[src/rrio_pkg.sv]
// Purpose: shared constants and types of the remote control and status i/o block.
// Assumes: 25 MHz clock; all dedicated inputs synchronous to it.
// Notes: function slots index the input and output signal-number maps.
// How it works
// teach flag follows teach mode
// auto flag follows automatic mode
// remote flag follows remote mode
// ready only after power-on delay completes
// held permit level echoed on status
// start edge runs all slots, operating shown
// stop level on line 0 holds slots
// secondary stop acts alike, number configurable
// program reset edge clears wait, selection shown
// error shown until fault clear edge
// cycle stop edge, shown while operating
// power-off level drops drives, echoed back
// power-on edge enables drives, any shown
// held rights level grants rights, shown
// lock edge toggles lock, state shown
// evasion edge starts return, shown while active
// signal numbers map functions to lines
// E inputs act on rise, L on level
package rrio_pkg;
    localparam int NUM_W = 8;
    localparam int CLK_NS = 40;
    localparam int POWERUP_NS = 10000;
    localparam int POWERUP_CYC = (POWERUP_NS + CLK_NS - 1) / CLK_NS;
    localparam int STOP_LINE = 0;

    // input function slots
    localparam int IN_PERMIT = 0;
    localparam int IN_START = 1;
    localparam int IN_HALT = 2;
    localparam int IN_HALT2 = 3;
    localparam int IN_PRESET = 4;
    localparam int IN_FCLR = 5;
    localparam int IN_CYCLE = 6;
    localparam int IN_DOFF = 7;
    localparam int IN_DON = 8;
    localparam int IN_RIGHTS = 9;
    localparam int IN_LOCK = 10;
    localparam int IN_EVADE = 11;
    localparam int N_IN = 12;

    // output function slots
    localparam int OUT_TEACH = 0;
    localparam int OUT_AUTO = 1;
    localparam int OUT_REMOTE = 2;
    localparam int OUT_READY = 3;
    localparam int OUT_PERMIT = 4;
    localparam int OUT_OPER = 5;
    localparam int OUT_WAIT = 6;
    localparam int OUT_WAIT2 = 7;
    localparam int OUT_SEL = 8;
    localparam int OUT_ERR = 9;
    localparam int OUT_CYCLE = 10;
    localparam int OUT_DOFF = 11;
    localparam int OUT_DON = 12;
    localparam int OUT_RIGHTS = 13;
    localparam int OUT_LOCK = 14;
    localparam int OUT_EVADE = 15;
    localparam int N_OUT = 16;

    typedef enum logic [1:0] {
        RRIO_TEACH = 2'b00,
        RRIO_AUTO = 2'b01,
        RRIO_REMOTE = 2'b10
    } rrio_mode_t;

    typedef enum logic [1:0] {
        RRIO_IDLE = 2'b00,
        RRIO_RUN = 2'b01,
        RRIO_HOLD = 2'b10
    } rrio_slot_t;

    typedef struct packed {
        logic en;
        logic [NUM_W-1:0] num;
    } rrio_map_t;

    typedef struct packed {
        logic [N_IN-1:0] lvl;
        logic [N_IN-1:0] rise;
    } rrio_cmd_t;

    function automatic logic rrio_hits(rrio_map_t m, int unsigned line);
        return m.en && (m.num == NUM_W'(line));
    endfunction
endpackage

[src/rrio_sense.sv]
// Purpose: picks one physical input line by signal number, gives level and rise.
// Assumes: din synchronous to clock.
// Notes: unassigned or out-of-range numbers read as inactive.
`timescale 1ns/1ps
`default_nettype none
module rrio_sense #(
    parameter int LINES = 32
) (
    input wire logic clock,
    input wire logic reset,
    input wire logic [LINES-1:0] din,
    input wire rrio_pkg::rrio_map_t map,
    output logic lvl,
    output logic rise
);
    import rrio_pkg::*;

    logic sel;
    logic lvl_ff;
    logic rise_ff;

    always_comb begin
        sel = 1'b0;
        for (int i = 0; i < LINES; i++) begin
            if (rrio_hits(map, i)) begin
                sel = din[i];
            end
        end
    end

    always_ff @(posedge clock or posedge reset) begin
        if (reset) begin
            lvl_ff <= 1'b0;
            rise_ff <= 1'b0;
        end else begin
            lvl_ff <= sel;
            rise_ff <= sel & ~lvl_ff;
        end
    end

    assign lvl = lvl_ff;
    assign rise = rise_ff;
endmodule
`default_nettype wire

[src/rrio_core.sv]
// Purpose: dedicated remote-control inputs and status outputs of a robot controller.
// Assumes: motion engine reports cycle ends and evasion completion by pulses.
// Notes: edge commands need ready and operation rights; start also needs remote mode.
`timescale 1ns/1ps
`default_nettype none
module rrio_core #(
    parameter int LINES = 32,
    parameter int OUT_LINES = 32,
    parameter int SLOTS = 4,
    parameter int MECHS = 1,
    parameter int POWERUP_CYCLES = rrio_pkg::POWERUP_CYC
) (
    input wire logic clock,
    input wire logic reset,
    input wire logic [LINES-1:0] din,
    input wire rrio_pkg::rrio_map_t [rrio_pkg::N_IN-1:0] in_map,
    input wire rrio_pkg::rrio_map_t [rrio_pkg::N_OUT-1:0] out_map,
    input wire rrio_pkg::rrio_mode_t mode_key,
    input wire logic fault_event,
    input wire logic [SLOTS-1:0] slot_done,
    input wire logic evade_done,
    output logic [OUT_LINES-1:0] dout,
    output logic [SLOTS-1:0] slot_run,
    output logic [MECHS-1:0] drive_enable,
    output logic motion_lock,
    output logic evade_active
);
    import rrio_pkg::*;

    localparam int CNT_W = $clog2(POWERUP_CYCLES + 1);

    if (SLOTS < 1 || MECHS < 1 || POWERUP_CYCLES < 1) begin : g_bad_size
        $error("rrio_core: counts must be at least one");
    end
    if (LINES < 1 || LINES > (1 << NUM_W) || OUT_LINES > (1 << NUM_W)) begin : g_bad_lines
        $error("rrio_core: line count exceeds signal number range");
    end

    wire rrio_cmd_t cmd;
    rrio_map_t [N_IN-1:0] eff_map;
    logic [CNT_W-1:0] pwr_cnt_ff;
    logic ready_ff;
    rrio_mode_t mode_ff;
    logic permit_ff;
    logic rights_ff;
    logic err_ff;
    logic [MECHS-1:0] servo_ff;
    logic doff_ff;
    logic lock_ff;
    logic evade_ff;
    logic cycle_ff;
    rrio_slot_t slot_ff [SLOTS];
    wire logic [SLOTS-1:0] run_vec;
    wire logic [SLOTS-1:0] hold_vec;
    wire logic [SLOTS-1:0] idle_vec;
    logic [N_OUT-1:0] st;
    logic [OUT_LINES-1:0] dout_ff;
    logic [OUT_LINES-1:0] nxt_dout;
    logic accept;
    logic halt;
    logic servo_any;
    logic start_go;
    logic preset_go;
    logic lock_go;
    logic evade_go;
    logic cycle_go;
    logic don_go;

    // stop always reads line 0; every other function uses its configured number
    always_comb begin
        eff_map = in_map;
        eff_map[IN_HALT].en = 1'b1;
        eff_map[IN_HALT].num = NUM_W'(STOP_LINE);
    end

    for (genvar f = 0; f < N_IN; f++) begin : g_sense
        rrio_sense #(
            .LINES(LINES)
        ) u_sense (
            .clock(clock),
            .reset(reset),
            .din(din),
            .map(eff_map[f]),
            .lvl(cmd.lvl[f]),
            .rise(cmd.rise[f])
        );
    end

    // power-on delay before external signals other than the two stop levels and the power-off level are honoured
    always_ff @(posedge clock or posedge reset) begin
        if (reset) begin
            pwr_cnt_ff <= '0;
            ready_ff <= 1'b0;
        end else if (!ready_ff) begin
            if (pwr_cnt_ff == CNT_W'(POWERUP_CYCLES - 1)) begin
                ready_ff <= 1'b1;
            end else begin
                pwr_cnt_ff <= pwr_cnt_ff + CNT_W'(1);
            end
        end
    end

    always_ff @(posedge clock or posedge reset) begin
        if (reset) begin
            mode_ff <= RRIO_TEACH;
        end else if (mode_key == RRIO_AUTO || mode_key == RRIO_REMOTE) begin
            mode_ff <= mode_key;
        end else begin
            mode_ff <= RRIO_TEACH; // unused key code falls back to teach
        end
    end

    // level-class grants, held only while the input stays active
    always_ff @(posedge clock or posedge reset) begin
        if (reset) begin
            permit_ff <= 1'b0;
            rights_ff <= 1'b0;
            doff_ff <= 1'b0;
        end else begin
            permit_ff <= ready_ff & cmd.lvl[IN_PERMIT];
            rights_ff <= ready_ff & cmd.lvl[IN_RIGHTS];
            doff_ff <= cmd.lvl[IN_DOFF];
        end
    end

    assign accept = ready_ff & rights_ff;
    assign halt = cmd.lvl[IN_HALT] | cmd.lvl[IN_HALT2];
    assign servo_any = |servo_ff;
    assign start_go = cmd.rise[IN_START] & accept & permit_ff & (mode_ff == RRIO_REMOTE)
        & ~err_ff & servo_any & ~halt & ~evade_ff;
    assign preset_go = cmd.rise[IN_PRESET] & accept & ~start_go;
    assign lock_go = cmd.rise[IN_LOCK] & accept & ~(|run_vec);
    assign evade_go = cmd.rise[IN_EVADE] & accept & servo_any & ~(|run_vec)
        & ~err_ff & ~halt;
    assign cycle_go = cmd.rise[IN_CYCLE] & accept & (|run_vec);
    assign don_go = cmd.rise[IN_DON] & accept & ~cmd.lvl[IN_DOFF] & ~err_ff;

    // error: a new fault wins over a clear in the same cycle
    always_ff @(posedge clock or posedge reset) begin
        if (reset) begin
            err_ff <= 1'b0;
        end else if (fault_event) begin
            err_ff <= 1'b1;
        end else if (cmd.rise[IN_FCLR] & accept) begin
            err_ff <= 1'b0;
        end
    end

    // drive power for every mechanism; off-level dominates
    always_ff @(posedge clock or posedge reset) begin
        if (reset) begin
            servo_ff <= '0;
        end else if (cmd.lvl[IN_DOFF]) begin
            servo_ff <= '0;
        end else if (don_go) begin
            servo_ff <= '1;
        end
    end

    always_ff @(posedge clock or posedge reset) begin
        if (reset) begin
            lock_ff <= 1'b0;
        end else if (lock_go) begin
            lock_ff <= ~lock_ff;
        end
    end

    always_ff @(posedge clock or posedge reset) begin
        if (reset) begin
            evade_ff <= 1'b0;
        end else if (halt | err_ff | ~servo_any) begin
            evade_ff <= 1'b0;
        end else if (evade_go) begin
            evade_ff <= 1'b1;
        end else if (evade_done) begin
            evade_ff <= 1'b0;
        end
    end

    // cycle stop lasts until no slot is running any more
    always_ff @(posedge clock or posedge reset) begin
        if (reset) begin
            cycle_ff <= 1'b0;
        end else if (!(|run_vec)) begin
            cycle_ff <= 1'b0;
        end else if (cycle_go) begin
            cycle_ff <= 1'b1;
        end
    end

    // per-slot program state
    for (genvar s = 0; s < SLOTS; s++) begin : g_slot
        always_ff @(posedge clock or posedge reset) begin
            if (reset) begin
                slot_ff[s] <= RRIO_IDLE;
            end else begin
                unique case (slot_ff[s])
                    RRIO_IDLE: begin
                        if (start_go) begin
                            slot_ff[s] <= RRIO_RUN;
                        end
                    end
                    RRIO_RUN: begin
                        if (halt | err_ff | ~servo_any) begin
                            slot_ff[s] <= RRIO_HOLD;
                        end else if (slot_done[s] & cycle_ff & ~start_go) begin
                            slot_ff[s] <= RRIO_IDLE;
                        end
                    end
                    RRIO_HOLD: begin
                        if (preset_go) begin
                            slot_ff[s] <= RRIO_IDLE;
                        end else if (start_go) begin
                            slot_ff[s] <= RRIO_RUN;
                        end
                    end
                    default: slot_ff[s] <= RRIO_IDLE;
                endcase
            end
        end
        assign run_vec[s] = (slot_ff[s] == RRIO_RUN);
        assign hold_vec[s] = (slot_ff[s] == RRIO_HOLD);
        assign idle_vec[s] = (slot_ff[s] == RRIO_IDLE);
    end

    // status functions, all from registered state
    always_comb begin
        st = '0;
        st[OUT_TEACH] = (mode_ff == RRIO_TEACH);
        st[OUT_AUTO] = (mode_ff == RRIO_AUTO);
        st[OUT_REMOTE] = (mode_ff == RRIO_REMOTE);
        st[OUT_READY] = ready_ff;
        st[OUT_PERMIT] = permit_ff;
        st[OUT_OPER] = |run_vec;
        st[OUT_WAIT] = |hold_vec;
        st[OUT_WAIT2] = |hold_vec;
        st[OUT_SEL] = |idle_vec;
        st[OUT_ERR] = err_ff;
        st[OUT_CYCLE] = cycle_ff;
        st[OUT_DOFF] = doff_ff;
        st[OUT_DON] = servo_any;
        st[OUT_RIGHTS] = rights_ff;
        st[OUT_LOCK] = lock_ff;
        st[OUT_EVADE] = evade_ff;
    end

    // route each status function to its configured output line
    always_comb begin
        nxt_dout = '0;
        for (int j = 0; j < OUT_LINES; j++) begin
            for (int k = 0; k < N_OUT; k++) begin
                if (rrio_hits(out_map[k], j)) begin
                    nxt_dout[j] = nxt_dout[j] | st[k];
                end
            end
        end
    end

    always_ff @(posedge clock or posedge reset) begin
        if (reset) begin
            dout_ff <= '0;
        end else begin
            dout_ff <= nxt_dout;
        end
    end

    logic [SLOTS-1:0] run_out_ff;
    logic [MECHS-1:0] drive_out_ff;
    logic lock_out_ff;
    logic evade_out_ff;

    always_ff @(posedge clock or posedge reset) begin
        if (reset) begin
            run_out_ff <= '0;
            drive_out_ff <= '0;
            lock_out_ff <= 1'b0;
            evade_out_ff <= 1'b0;
        end else begin
            run_out_ff <= run_vec;
            drive_out_ff <= servo_ff;
            lock_out_ff <= lock_ff;
            evade_out_ff <= evade_ff;
        end
    end

    assign dout = dout_ff;
    assign slot_run = run_out_ff;
    assign drive_enable = drive_out_ff;
    assign motion_lock = lock_out_ff;
    assign evade_active = evade_out_ff;

    // checks
    ready_delay_a: assert property (
        @(posedge clock) disable iff (reset)
        $rose(ready_ff) |-> $past(pwr_cnt_ff) == CNT_W'(POWERUP_CYCLES - 1))
        else $error("ready rose before the power-on count ended");

    teach_flag_a: assert property (
        @(posedge clock) disable iff (reset)
        (mode_key == RRIO_TEACH) |=> st[OUT_TEACH] && !st[OUT_AUTO] && !st[OUT_REMOTE])
        else $error("teach flag not following teach mode");

    start_run_a: assert property (
        @(posedge clock) disable iff (reset)
        start_go |=> (&run_vec) ##1 slot_run == $past(run_vec))
        else $error("start did not run every slot");

    halt_hold_a: assert property (
        @(posedge clock) disable iff (reset)
        cmd.lvl[IN_HALT] && (|run_vec) |=> !(|run_vec) && (|hold_vec))
        else $error("stop did not hold running slots");

    halt2_hold_a: assert property (
        @(posedge clock) disable iff (reset)
        cmd.lvl[IN_HALT2] |=> !(|run_vec))
        else $error("secondary stop left a slot running");

    preset_idle_a: assert property (
        @(posedge clock) disable iff (reset)
        preset_go |=> ((hold_vec & $past(hold_vec)) == '0) && (st[OUT_SEL] || !$past(|hold_vec)))
        else $error("program reset left a slot waiting");

    fault_set_a: assert property (
        @(posedge clock) disable iff (reset)
        fault_event |=> err_ff ##1 (err_ff || $past(cmd.rise[IN_FCLR] && accept)))
        else $error("fault lost or cleared too early");

    cycle_end_a: assert property (
        @(posedge clock) disable iff (reset)
        cycle_ff && !(|run_vec) |=> !cycle_ff)
        else $error("cycle stop outlived the running slots");

    drive_off_a: assert property (
        @(posedge clock) disable iff (reset)
        cmd.lvl[IN_DOFF] |=> servo_ff == '0 && doff_ff)
        else $error("power-off level did not drop drives");

    rights_grant_a: assert property (
        @(posedge clock) disable iff (reset)
        ready_ff && cmd.lvl[IN_RIGHTS] |=> rights_ff)
        else $error("held rights request not granted");

    lock_toggle_a: assert property (
        @(posedge clock) disable iff (reset)
        lock_go |=> lock_ff != $past(lock_ff))
        else $error("lock edge did not change lock state");

    start_cover_c: cover property (
        @(posedge clock) disable iff (reset) start_go ##1 (&run_vec));
    resume_cover_c: cover property (
        @(posedge clock) disable iff (reset) (|hold_vec) ##[1:50] start_go);
    evade_cover_c: cover property (
        @(posedge clock) disable iff (reset) evade_go ##[1:50] evade_done);
endmodule
`default_nettype wire

[config.mk]
export PLATFORM = sky130hd
export DESIGN_NAME = rrio_core
export DESIGN_NICKNAME = d
export VERILOG_FILES = /design/src/rrio_pkg.sv /design/src/rrio_sense.sv /design/src/rrio_core.sv
export SDC_FILE = /design/constraint.sdc
export NUM_CORES = 1
export LEC_CHECK = 0
export ABC_CLOCK_PERIOD_IN_PS = 4750
export BUFFER_PORTS_ARGS = -buffer_cell sky130_fd_sc_hd__buf_2
export CORE_MARGIN = 4
export CORE_UTILIZATION = 39
export CTS_CLUSTER_SIZE = 16
export DETAILED_ROUTE_END_ITERATION = 6
export PLACE_DENSITY = 0.62
export SYNTH_ARGS = -nofsm -noshare
export SYNTH_HDL_FRONTEND = slang
export SYNTH_SLANG_ARGS = --single-unit
[constraint.sdc]
create_clock -name clock -period 4.75 [get_ports clock]
set_input_delay 0.475 -clock clock [delete_from_list [all_inputs] [get_ports clock]]
set_output_delay 0.475 -clock clock [all_outputs]
set_load 0.1 [all_outputs]
Word level (Yosys, flattened, before mapping)
Cells that the tools add are included.

Add/subtract/negate cells: 1. $mul: 0. Divide/modulo/power cells: 0. $lt $le $gt $ge: 0. Equal/unequal tests: 855. Shift-type cells: 0. Multiplexer cells: 896. Bitwise operators: 540. Reduce and logical (&&, ||, !) cells: 904.

Operators by type and width (number): $eq 8x5->1 const B (432); $eq 8x4->1 const B (216); $mux 1 (875); $eq 8x3->1 const B (108); $logic_and 1x1->1 (864); $or 1x1->1 (483); $eq 8x2->1 const B (54); $eq 8x1->1 const B (27); $logic_not 8->1 (27); $and 1x1->1 (40); $mux 2 (17); $pmux 2 s3 (4); $not 1->1 (17); $eq 2x1->1 const B (6); $eq 2x2->1 const B (6); $ne 3x1->1 const B (4); $reduce_or 4->1 (3); $logic_not 2->1 (5); $add 8x1->8 const B (1); $eq 8x8->1 const B (1); $reduce_bool 2->1 (2); $reduce_bool 3->1 (1); $ne 2x1->1 const B (1); $reduce_and 2->1 (1); $logic_or 1x1->1 (1).

Register bits: 85. Latch bits: 0. Bits in writable memories: 0. Bits in read-only memories: 0. Bits of input ports: 294. Memories kept: 0.

Depth between registers and ports, before layout
Gate-level depths: netlist of run 1.

Word-level depth: 35. Depth in mapped cells: 9. Mapped depth without buffers: 7.

Hierarchy
A second synthesis of run 1 with hierarchy kept.

Cell total of the unflattened synthesis: 1858. Area, all modules: 13998.4 um2.

By module, submodules not included: rrio_core (times used 1, cells an instance 958, area each 7076.8 um2, seq. area each 1651.6 um2); rrio_sense (times used 12, cells an instance 75, area each 576.8 um2, seq. area each 50.0 um2).

Worst setup path after synthesis of run 1
OpenSTA, ideal clock, no wires.

Kind: input -> register. Start: input port in_map[0] (netlist name). End: register g_sense[0].u_sense.lvl_ff. Setup time: 125 ps. Arrival time: 1902 ps. Path slack: 2723 ps. Stages: 7. Cell sequence: clkbuf_1 -> mux4_2 -> and2_1 -> a211oi_1 -> a311oi_1 -> a31oi_1 -> a21oi_1.

Word-level cells in the longest chain between the ends: 34. Elaborated cells between the ends (all ways): 96. Those cells by class: eq/ne: 31; mux: 32; reduce/logical: 33.

Ends and longest elaborated chain: from (decl) (line rrio_core.sv:16) `input wire rrio_pkg::rrio_map_t [rrio_pkg::N_IN-1:0] in_map,`; $logic_not 8->1 (line rrio_pkg.sv:87) `return m.en && (m.num == NUM_W'(line));`; $logic_and 1x1->1 (line rrio_pkg.sv:87); $mux 1 (31 in series) (line rrio_sense.sv:25) `if (rrio_hits(map, i)) begin`; $mux 1 * (line rrio_sense.sv:25); net g_sense[0].u_sense.sel (line rrio_sense.sv:18) `logic sel;`; to (signal assigned) (line rrio_sense.sv:36) `lvl_ff <= sel;`; to (decl) (line rrio_sense.sv:19) `logic lvl_ff;`.

Mark *: on every way through the listed nets, which the timed path passes. The rest lies on a longest branch. A chain may end at the register's enable or synchronous reset.

Final worst setup path of run 1
Start: register rights_ff. End: register dout_ff[22] (netlist: dout[22]).

Word-level cells in the longest chain between the ends: 6.

Ends and longest elaborated chain: from (decl) (line rrio_core.sv:45) `logic rights_ff;`; from (signal assigned) (line rrio_core.sv:121) `rights_ff <= ready_ff & cmd.lvl[IN_RIGHTS];`; $or 1x1->1 * (line rrio_core.sv:253) `nxt_dout[j] = nxt_dout[j] | st[k];`; $mux 1 * (line rrio_core.sv:252) `if (rrio_hits(out_map[k], j)) begin`; $or 1x1->1 (line rrio_core.sv:253); $mux 1 * (line rrio_core.sv:252); $or 1x1->1 (line rrio_core.sv:253); $mux 1 * (line rrio_core.sv:252); net nxt_dout[22] (line rrio_core.sv:58) `logic [OUT_LINES-1:0] nxt_dout;`; to (signal assigned) (line rrio_core.sv:263) `dout_ff <= nxt_dout;`; to (decl) (line rrio_core.sv:57) `logic [OUT_LINES-1:0] dout_ff;`.

Marked as above.

==> results of run 1 <==
[cells in the final DEF, fill, tap and decap left out, types with 20 or more instances in the layout]
master / instances
buf_2: 323
o22ai_1: 158
nand2_1: 142
nor2_1: 140
dfrtp_1: 85
nand2b_1: 73
a21oi_1: 66
nor3_1: 65
nor2b_1: 61
o21ai_0: 58
nand4_1: 57
inv_1: 46
nand3_1: 45
o32ai_1: 41
mux2i_1: 38
mux4_2: 30
nor4_1: 30
nand4b_1: 24
or2_2: 21
o211ai_1: 20
nor3b_1: 20
nor4b_1: 20
[stage by stage]
stage,std cells,cell area (um2)
4_1_cts,2305,14300
2_1_floorplan,1694,12400
3_3_place_gp,2289,14000
3_5_place_dp,2289,14000
6_report,2308,14300
5_1_grt,2307,14300
[layer usage]
| metal | vias to the layer above | track usage [%] | part of all wire, % | wire length [um] |
|---|---|---|---|---|
| met2 | 1192 | 64.2 | 46 | 33100 |
| met4 | 6 | 25.8 | 8.1 | 5860 |
| met3 | 308 | 7.73 | 9.5 | 6840 |
| met1 | 7824 | 46.8 | 36 | 26200 |
| li1 | 7062 | - | - | - |
| met5 | - | 0 | 0.055 | 40 |
[worst max-delay path, stage by stage, from the launching register on]
cell,delay [ps]
dfrtp_1,690
nor4b_4,640
nand4_1,490
o22ai_1,720
a211oi_1,100
nand3_1,190
[synth_stat cells (7+ instances only)]
cell         n  share of area (%)
a2111oi_0   16                1.1
a211o_1     13               0.92
a211oi_1    16               0.97
a21oi_1     66                2.7
a22oi_1     11               0.66
a311oi_1     8               0.56
a31oi_1     13               0.65
a32oi_1      8               0.56
and2_1      15               0.76
buf_1       11               0.33
buf_2       27                1.1
clkbuf_1    95                2.9
dfrtp_1     85                 17
inv_1       47                1.4
mux2_2      12                1.1
mux2i_1     38                3.1
mux4_2      30                5.4
nand2_1    142                4.3
nand2b_1    73                3.7
nand3_1     45                1.8
nand3b_1    17                1.0
nand4_1     57                2.9
nand4b_1    24                1.7
nor2_1     140                4.2
nor2b_1     61                3.1
nor3_1      65                2.6
nor3b_1     20                1.2
nor4_1      30                1.5
nor4b_1     20                1.4
nor4b_2      8               0.97
o2111ai_1   11               0.78
o211ai_1    20                1.2
o21ai_0     58                2.3
o221ai_1     9               0.63
o22ai_1    158                8.0
o31ai_1      7               0.42
o32ai_1     41                2.9
or2_2       21                1.1
or3_1       14               0.71
or4_1       11               0.66
or4b_2      11               0.89
[sequential cells by signal, summed over array words and instances (netlist names)]
| register | flops |
|---|---|
| lock_ff | 1 |
| g_sense.u_sense.rise | 7 |
| permit_ff | 1 |
| slot_run | 4 |
| motion_lock | 1 |
| evade_ff | 1 |
| mode_ff | 2 |
| doff_ff | 1 |
| rights_ff | 1 |
| cycle_ff | 1 |
| pwr_cnt_ff | 8 |
| ready_ff | 1 |
| dout | 32 |
| evade_active | 1 |
| err_ff | 1 |
| slot_ff | 8 |
| servo_any | 1 |
| g_sense.u_sense.lvl | 12 |
| drive_enable | 1 |
[power by group]
group | internal [W] | switching, W | total, W
clock network | 0.000420 | 0.000373 | 0.000793
logic | 0.000290 | 0.000536 | 0.000827
registers | 0.000730 | 0.00000312 | 0.000733
[how the worst max path moves through the flow]
stage                      from        to  slack (ps)
floorplan                 reset  cycle_ff        2080
global placement    out_map[23]  dout[26]        1640
detailed placement  out_map[23]  dout[26]        1600
CTS                 out_map[23]  dout[26]        1990
global route        out_map[23]   dout[0]        1800
finish                rights_ff  dout[22]        1820
[kinds of logic after synthesis]
| kind of cell | share of synthesized area [%] |
|---|---|
| xor+xnor | 0.635 |
| compound gates | 29.1 |
| flops | 17.1 |
| fa+ha+maj | 0.201 |
| buf+inv | 5.96 |
| mux | 9.59 |
| simple gates | 37.3 |
[layout make-up]
cell class              count  area, um2
multi-input cells        1423       9550
repair buffers            329       1660
clock buffers              10        229
flip-flops and latches     85       2130
clock inverters             6       76.3
well taps                 402        503
diodes                      3       7.51
fillers                  3257      17100
inverters                  50        190
==> results.ini, run 1 <==
[status]
status = finished, final reports clean

[timing]
report.final.slew_viol_count = 0
min_period_ps = 2930
hold_ws_ps = 222
finalSetupTns_ps = 0
relSlewSlack_pct = 8.91
worstMarginPinSlew_ps = 1350
setup_slack_ps = 1820
fmax_ghz = 0.342
finalSetupViolCount = 0
hold_violations = 0
clock_skew_ps = 21.7
finalCritPeriodShare_pct = 61.6
rsz0062_at_grt = false

[global_route]
grt.total_usage_pct = 39.2
grt_pass1_vias = 15400
grt_overflow_total = 0
antenna_found_initial = 5
grt_max_degree = 57
grt_first_pass_wirelength_um = 103000

[layout]
fin_util_pct = 45.6
final_nets = 2194
area_growth_pct = 15.5
drive_above_1_share_pct = 23.4

[floorplanning]
rows = 65
initial_core_util_pct = 39.5
num_io_pins = 333
dieArea_um2 = 34800
fp.dieH_um = 186
die_w_um = 186
core-area_um2 = 31500

[routing]
num_vias = 16400
first_pass_iters = 6
wl_per_cell_um = 31.3
ant_nets = 0
dr.first_iter.drc_count = 2425
drcViolationCount = 0
drt-total-wl_um = 72100
vias_per_cell = 7.10

[setup_path]
critPathCaptureType = register
r2r_cells = 5
crit_required_ps = 5040
cp-start-kind = register
ff2ff_setup_slack_ps = 1820
r2r-start = rights_ff
worstSetupPathType = reg2reg
worstPathArrival_ps = 3220
r2r-end = dout[22]
cp_max_fo = 7

[logic_synthesis]
synth-main-ff-cell = dfrtp_1
ys_warn_count = 0
syn_nets = 1990
syn_inst = 1694
ys_async_sr_fraction_pct = 100
synth-seq-area-share_pct = 17.1
synth_seq_cells = 85
avgSynthCellArea_um2 = 7.33
ys_types = 82
syn_area_um2 = 12400
synth_edf_count = 0

[worst_hold_path]
holdCritPathClass = in2async

[placement]
pre_cts_ws_ps = 1600
port_buffers = 323
globalplace.congestion = 1.04
dp_hpwl_um = 54600

[clocking]
hold_buffers = 0
path_clk_slew_ps = 80
root_buffer = clkbuf_16
clk_latency_ps = 390
postCtsSetupBuffers = 0
htree_levels = 3
cts_tree = done
numCtsBuffers = 9
cts.repair.resized = 0
cts_buffer_depth = 2
cts.sinks = 85

[power_and_ir_drop]
p_leak_nw = 5.56
power.density_nw_per_um2 = 164
finalPower_w = 0.00235
peakVddDrop_mv = 0.166

[run]
max-cap-violations = 0

(Power assumes the default switching activity.)
==> run 2: changes to the inputs <==
--- a/config.mk
+++ b/config.mk
@@ -5,7 +5,7 @@
 export SDC_FILE = /design/constraint.sdc
 export NUM_CORES = 1
 export LEC_CHECK = 0
-export ABC_CLOCK_PERIOD_IN_PS = 4750
+export ABC_CLOCK_PERIOD_IN_PS = 2700
 export BUFFER_PORTS_ARGS = -buffer_cell sky130_fd_sc_hd__buf_2
 export CORE_MARGIN = 4
 export CORE_UTILIZATION = 39
==> constraint.sdc (replaced) <==
create_clock -name clock -period 2.7 [get_ports clock]
set_input_delay 0.27 -clock clock [delete_from_list [all_inputs] [get_ports clock]]
set_output_delay 0.27 -clock clock [all_outputs]
set_load 0.1 [all_outputs]
==> run 2 against run 1 <==
Net effect:
- register-to-register slack got worse by 1700 ps
- utilization rose by 2.3 points
- routed wire length rose by 1.7%
- sequential share of layout area fell by 0.71 points
- hold slack got worse by 170 ps
- non-clock buffer count rose by 92
- final area rose by 5.0%
- die area did not move
- critical path depth rose by 1
==> results.ini, run 2 (same netlist as run 1, synthesis figures left out) <==
[routing]
first_pass_iters = 6  ; unchanged
vias_per_cell = 6.97  ; was 7.10
wl_per_cell_um = 30.6  ; was 31.3 um
num_vias = 16700  ; was 16,400
drcViolationCount = 0  ; unchanged
ant_nets = 0  ; unchanged
dr.first_iter.drc_count = 2726  ; was 2,425
drt-total-wl_um = 73300  ; was 72,100 um

[clocking]
cts.sinks = 85  ; unchanged
root_buffer = clkbuf_16  ; unchanged
cts_tree = done  ; unchanged
htree_levels = 3  ; unchanged
clk_latency_ps = 380  ; was 390 ps
path_clk_slew_ps = 80  ; about the same
hold_buffers = 0  ; unchanged
numCtsBuffers = 9  ; unchanged
cts_buffer_depth = 2  ; unchanged

[floorplanning]
initial_core_util_pct = 39.5  ; unchanged
rows = 65  ; unchanged
dieArea_um2 = 34800  ; unchanged
num_io_pins = 333  ; unchanged
core-area_um2 = 31500  ; unchanged
fp.dieH_um = 186  ; unchanged
die_w_um = 186  ; unchanged

[timing]
fmax_ghz = 0.385  ; was 0.342 GHz
finalCritPeriodShare_pct = 96.2  ; was 61.6%
worstMarginPinSlew_ps = 1040  ; was 1350 ps
clock_skew_ps = 9.98  ; was 21.7 ps
report.final.slew_viol_count = 0  ; unchanged
relSlewSlack_pct = 29.9  ; was 8.91%
finalSetupTns_ps = 0  ; unchanged
hold_violations = 0  ; unchanged
finalSetupViolCount = 0  ; unchanged
rsz0062_at_grt = false  ; unchanged
min_period_ps = 2600  ; was 2930 ps

[setup_path]
cp-start-kind = register  ; unchanged
worstPathArrival_ps = 2880  ; was 3220 ps
crit_required_ps = 2980  ; was 5040 ps
cp_max_fo = 6  ; was 7
critPathCaptureType = register  ; unchanged
worstSetupPathType = reg2reg  ; unchanged
r2r-end = dout[29]  ; was dout[22]
ff2ff_setup_slack_ps = 100  ; was 1820 ps
r2r_cells = 6  ; was 5
r2r-start = rights_ff  ; unchanged

[layout]
area_growth_pct = 21.3  ; was 15.5%
largest_register_ffs = 32  ; unchanged
drive_above_1_share_pct = 27.1  ; was 23.4%
final_nets = 2286  ; was 2,194
layout_commonest_cell = buf_2  ; unchanged
final_cell_mix = buf_2 (323), o22ai_1 (158), nand2_1 (142)  ; unchanged
final_cell_area_um2 = 15100  ; was 14,300 um2

[placement]
port_buffers = 323  ; unchanged
dp_hpwl_um = 57000  ; was 54,600 um
placed_cell_area_um2 = 14700  ; was 14,000 um2
globalplace.congestion = 1.10  ; was 1.04

[global_route]
grt.total_usage_pct = 40.2  ; was 39.2%
antenna_found_initial = 4  ; was 5
grt_first_pass_wirelength_um = 106000  ; was 103,000 um
grt_max_degree = 60  ; was 57
grt_pass1_vias = 15800  ; was 15,400
grt_overflow_total = 0  ; unchanged

[power_and_ir_drop]
peakVddDrop_mv = 0.272  ; was 0.166 mV
power.density_nw_per_um2 = 275  ; was 164 nW/um2
p_leak_nw = 5.99  ; was 5.56 nW

[run]
max-cap-violations = 0  ; unchanged

[status]
status = finished, final reports clean  ; unchanged

[worst_hold_path]
holdCritPathClass = in2async  ; unchanged

==> run 2: changes by cell type in the layout (fill, tap and decap cells not counted), moves of 2 or more <==
cell      change
clkinv_8      +2
buf_4        +90
buf_12        +2
inv_6         -2
diode_2       -2
==> run 2: what timing repair did <==
action	CTS	global route
endpoints found under the setup margin	0	3
resized for setup	0	2
buffers inserted	0	0
hold endpoints to repair	0	0
==> run 2: layer usage <==
layer	GRT usage [%]	vias to the layer above	part of all wire, %
li1	-	7257	-
met1	48.6	7893	36
met2	64.9	1221	45
met3	8.29	343	9.7
met4	26.8	4	8.8
met5	0	-	0.034
==> run 2: metrics by stage <==
step | instances | util (%) | power (W) | setup WS [ps] | hold slack, ps
floorplan | 1694 | - | 0.00214 | 237 | 301
global placement | 2381 | 46.9 | 0.00277 | 40.6 | 395
detailed placement | 2381 | 46.9 | 0.00277 | 18.1 | 400
CTS | 2397 | 47.8 | 0.00412 | 183 | 38.2
global route | 2398 | 47.9 | 0.00431 | 82.8 | 41.1
finish | 2398 | 47.9 | 0.00415 | 102 | 47.4
==> run 2: power breakdown <==
group	internal, W	switching, W
Sequential	0.00128	0.00000563
Combinational	0.000554	0.000963
Clock	0.000656	0.000685
Total	0.00249	0.00165
==> run 2: layout make-up <==
type                            instances  area, um2
Inverter                               50        190
Antenna cell                            1       2.50
Clock inverter                          7       77.6
Sequential cell                        85       2130
Fill cell                            3270      16400
Multi-Input combinational cell       1423       9570
Timing Repair Buffer                  421       2380
Clock buffer                            9        225
Tap cell                              402        503
==> run 2: worst max-delay path by stage <==
stage | start | to | slack, ps | cells past startpoint
floorplan | reset | cycle_ff | 240 | 1
global placement | out_map[23] | dout[31] | 40 | 7
detailed placement | out_map[23] | dout[31] | 20 | 7
CTS | mode_ff[1] | dout[31] | 180 | 6
global route | evade_ff | dout[0] | 80 | 6
finish | rights_ff | dout[29] | 100 | 6
==> run 2: critical path: stages (launching register included) <==
cell	delay (ps)
dfrtp_1	420
nor4b_4	550
nand4_1	390
o22ai_1	620
a2111oi_0	230
buf_4	190
o211ai_1	100
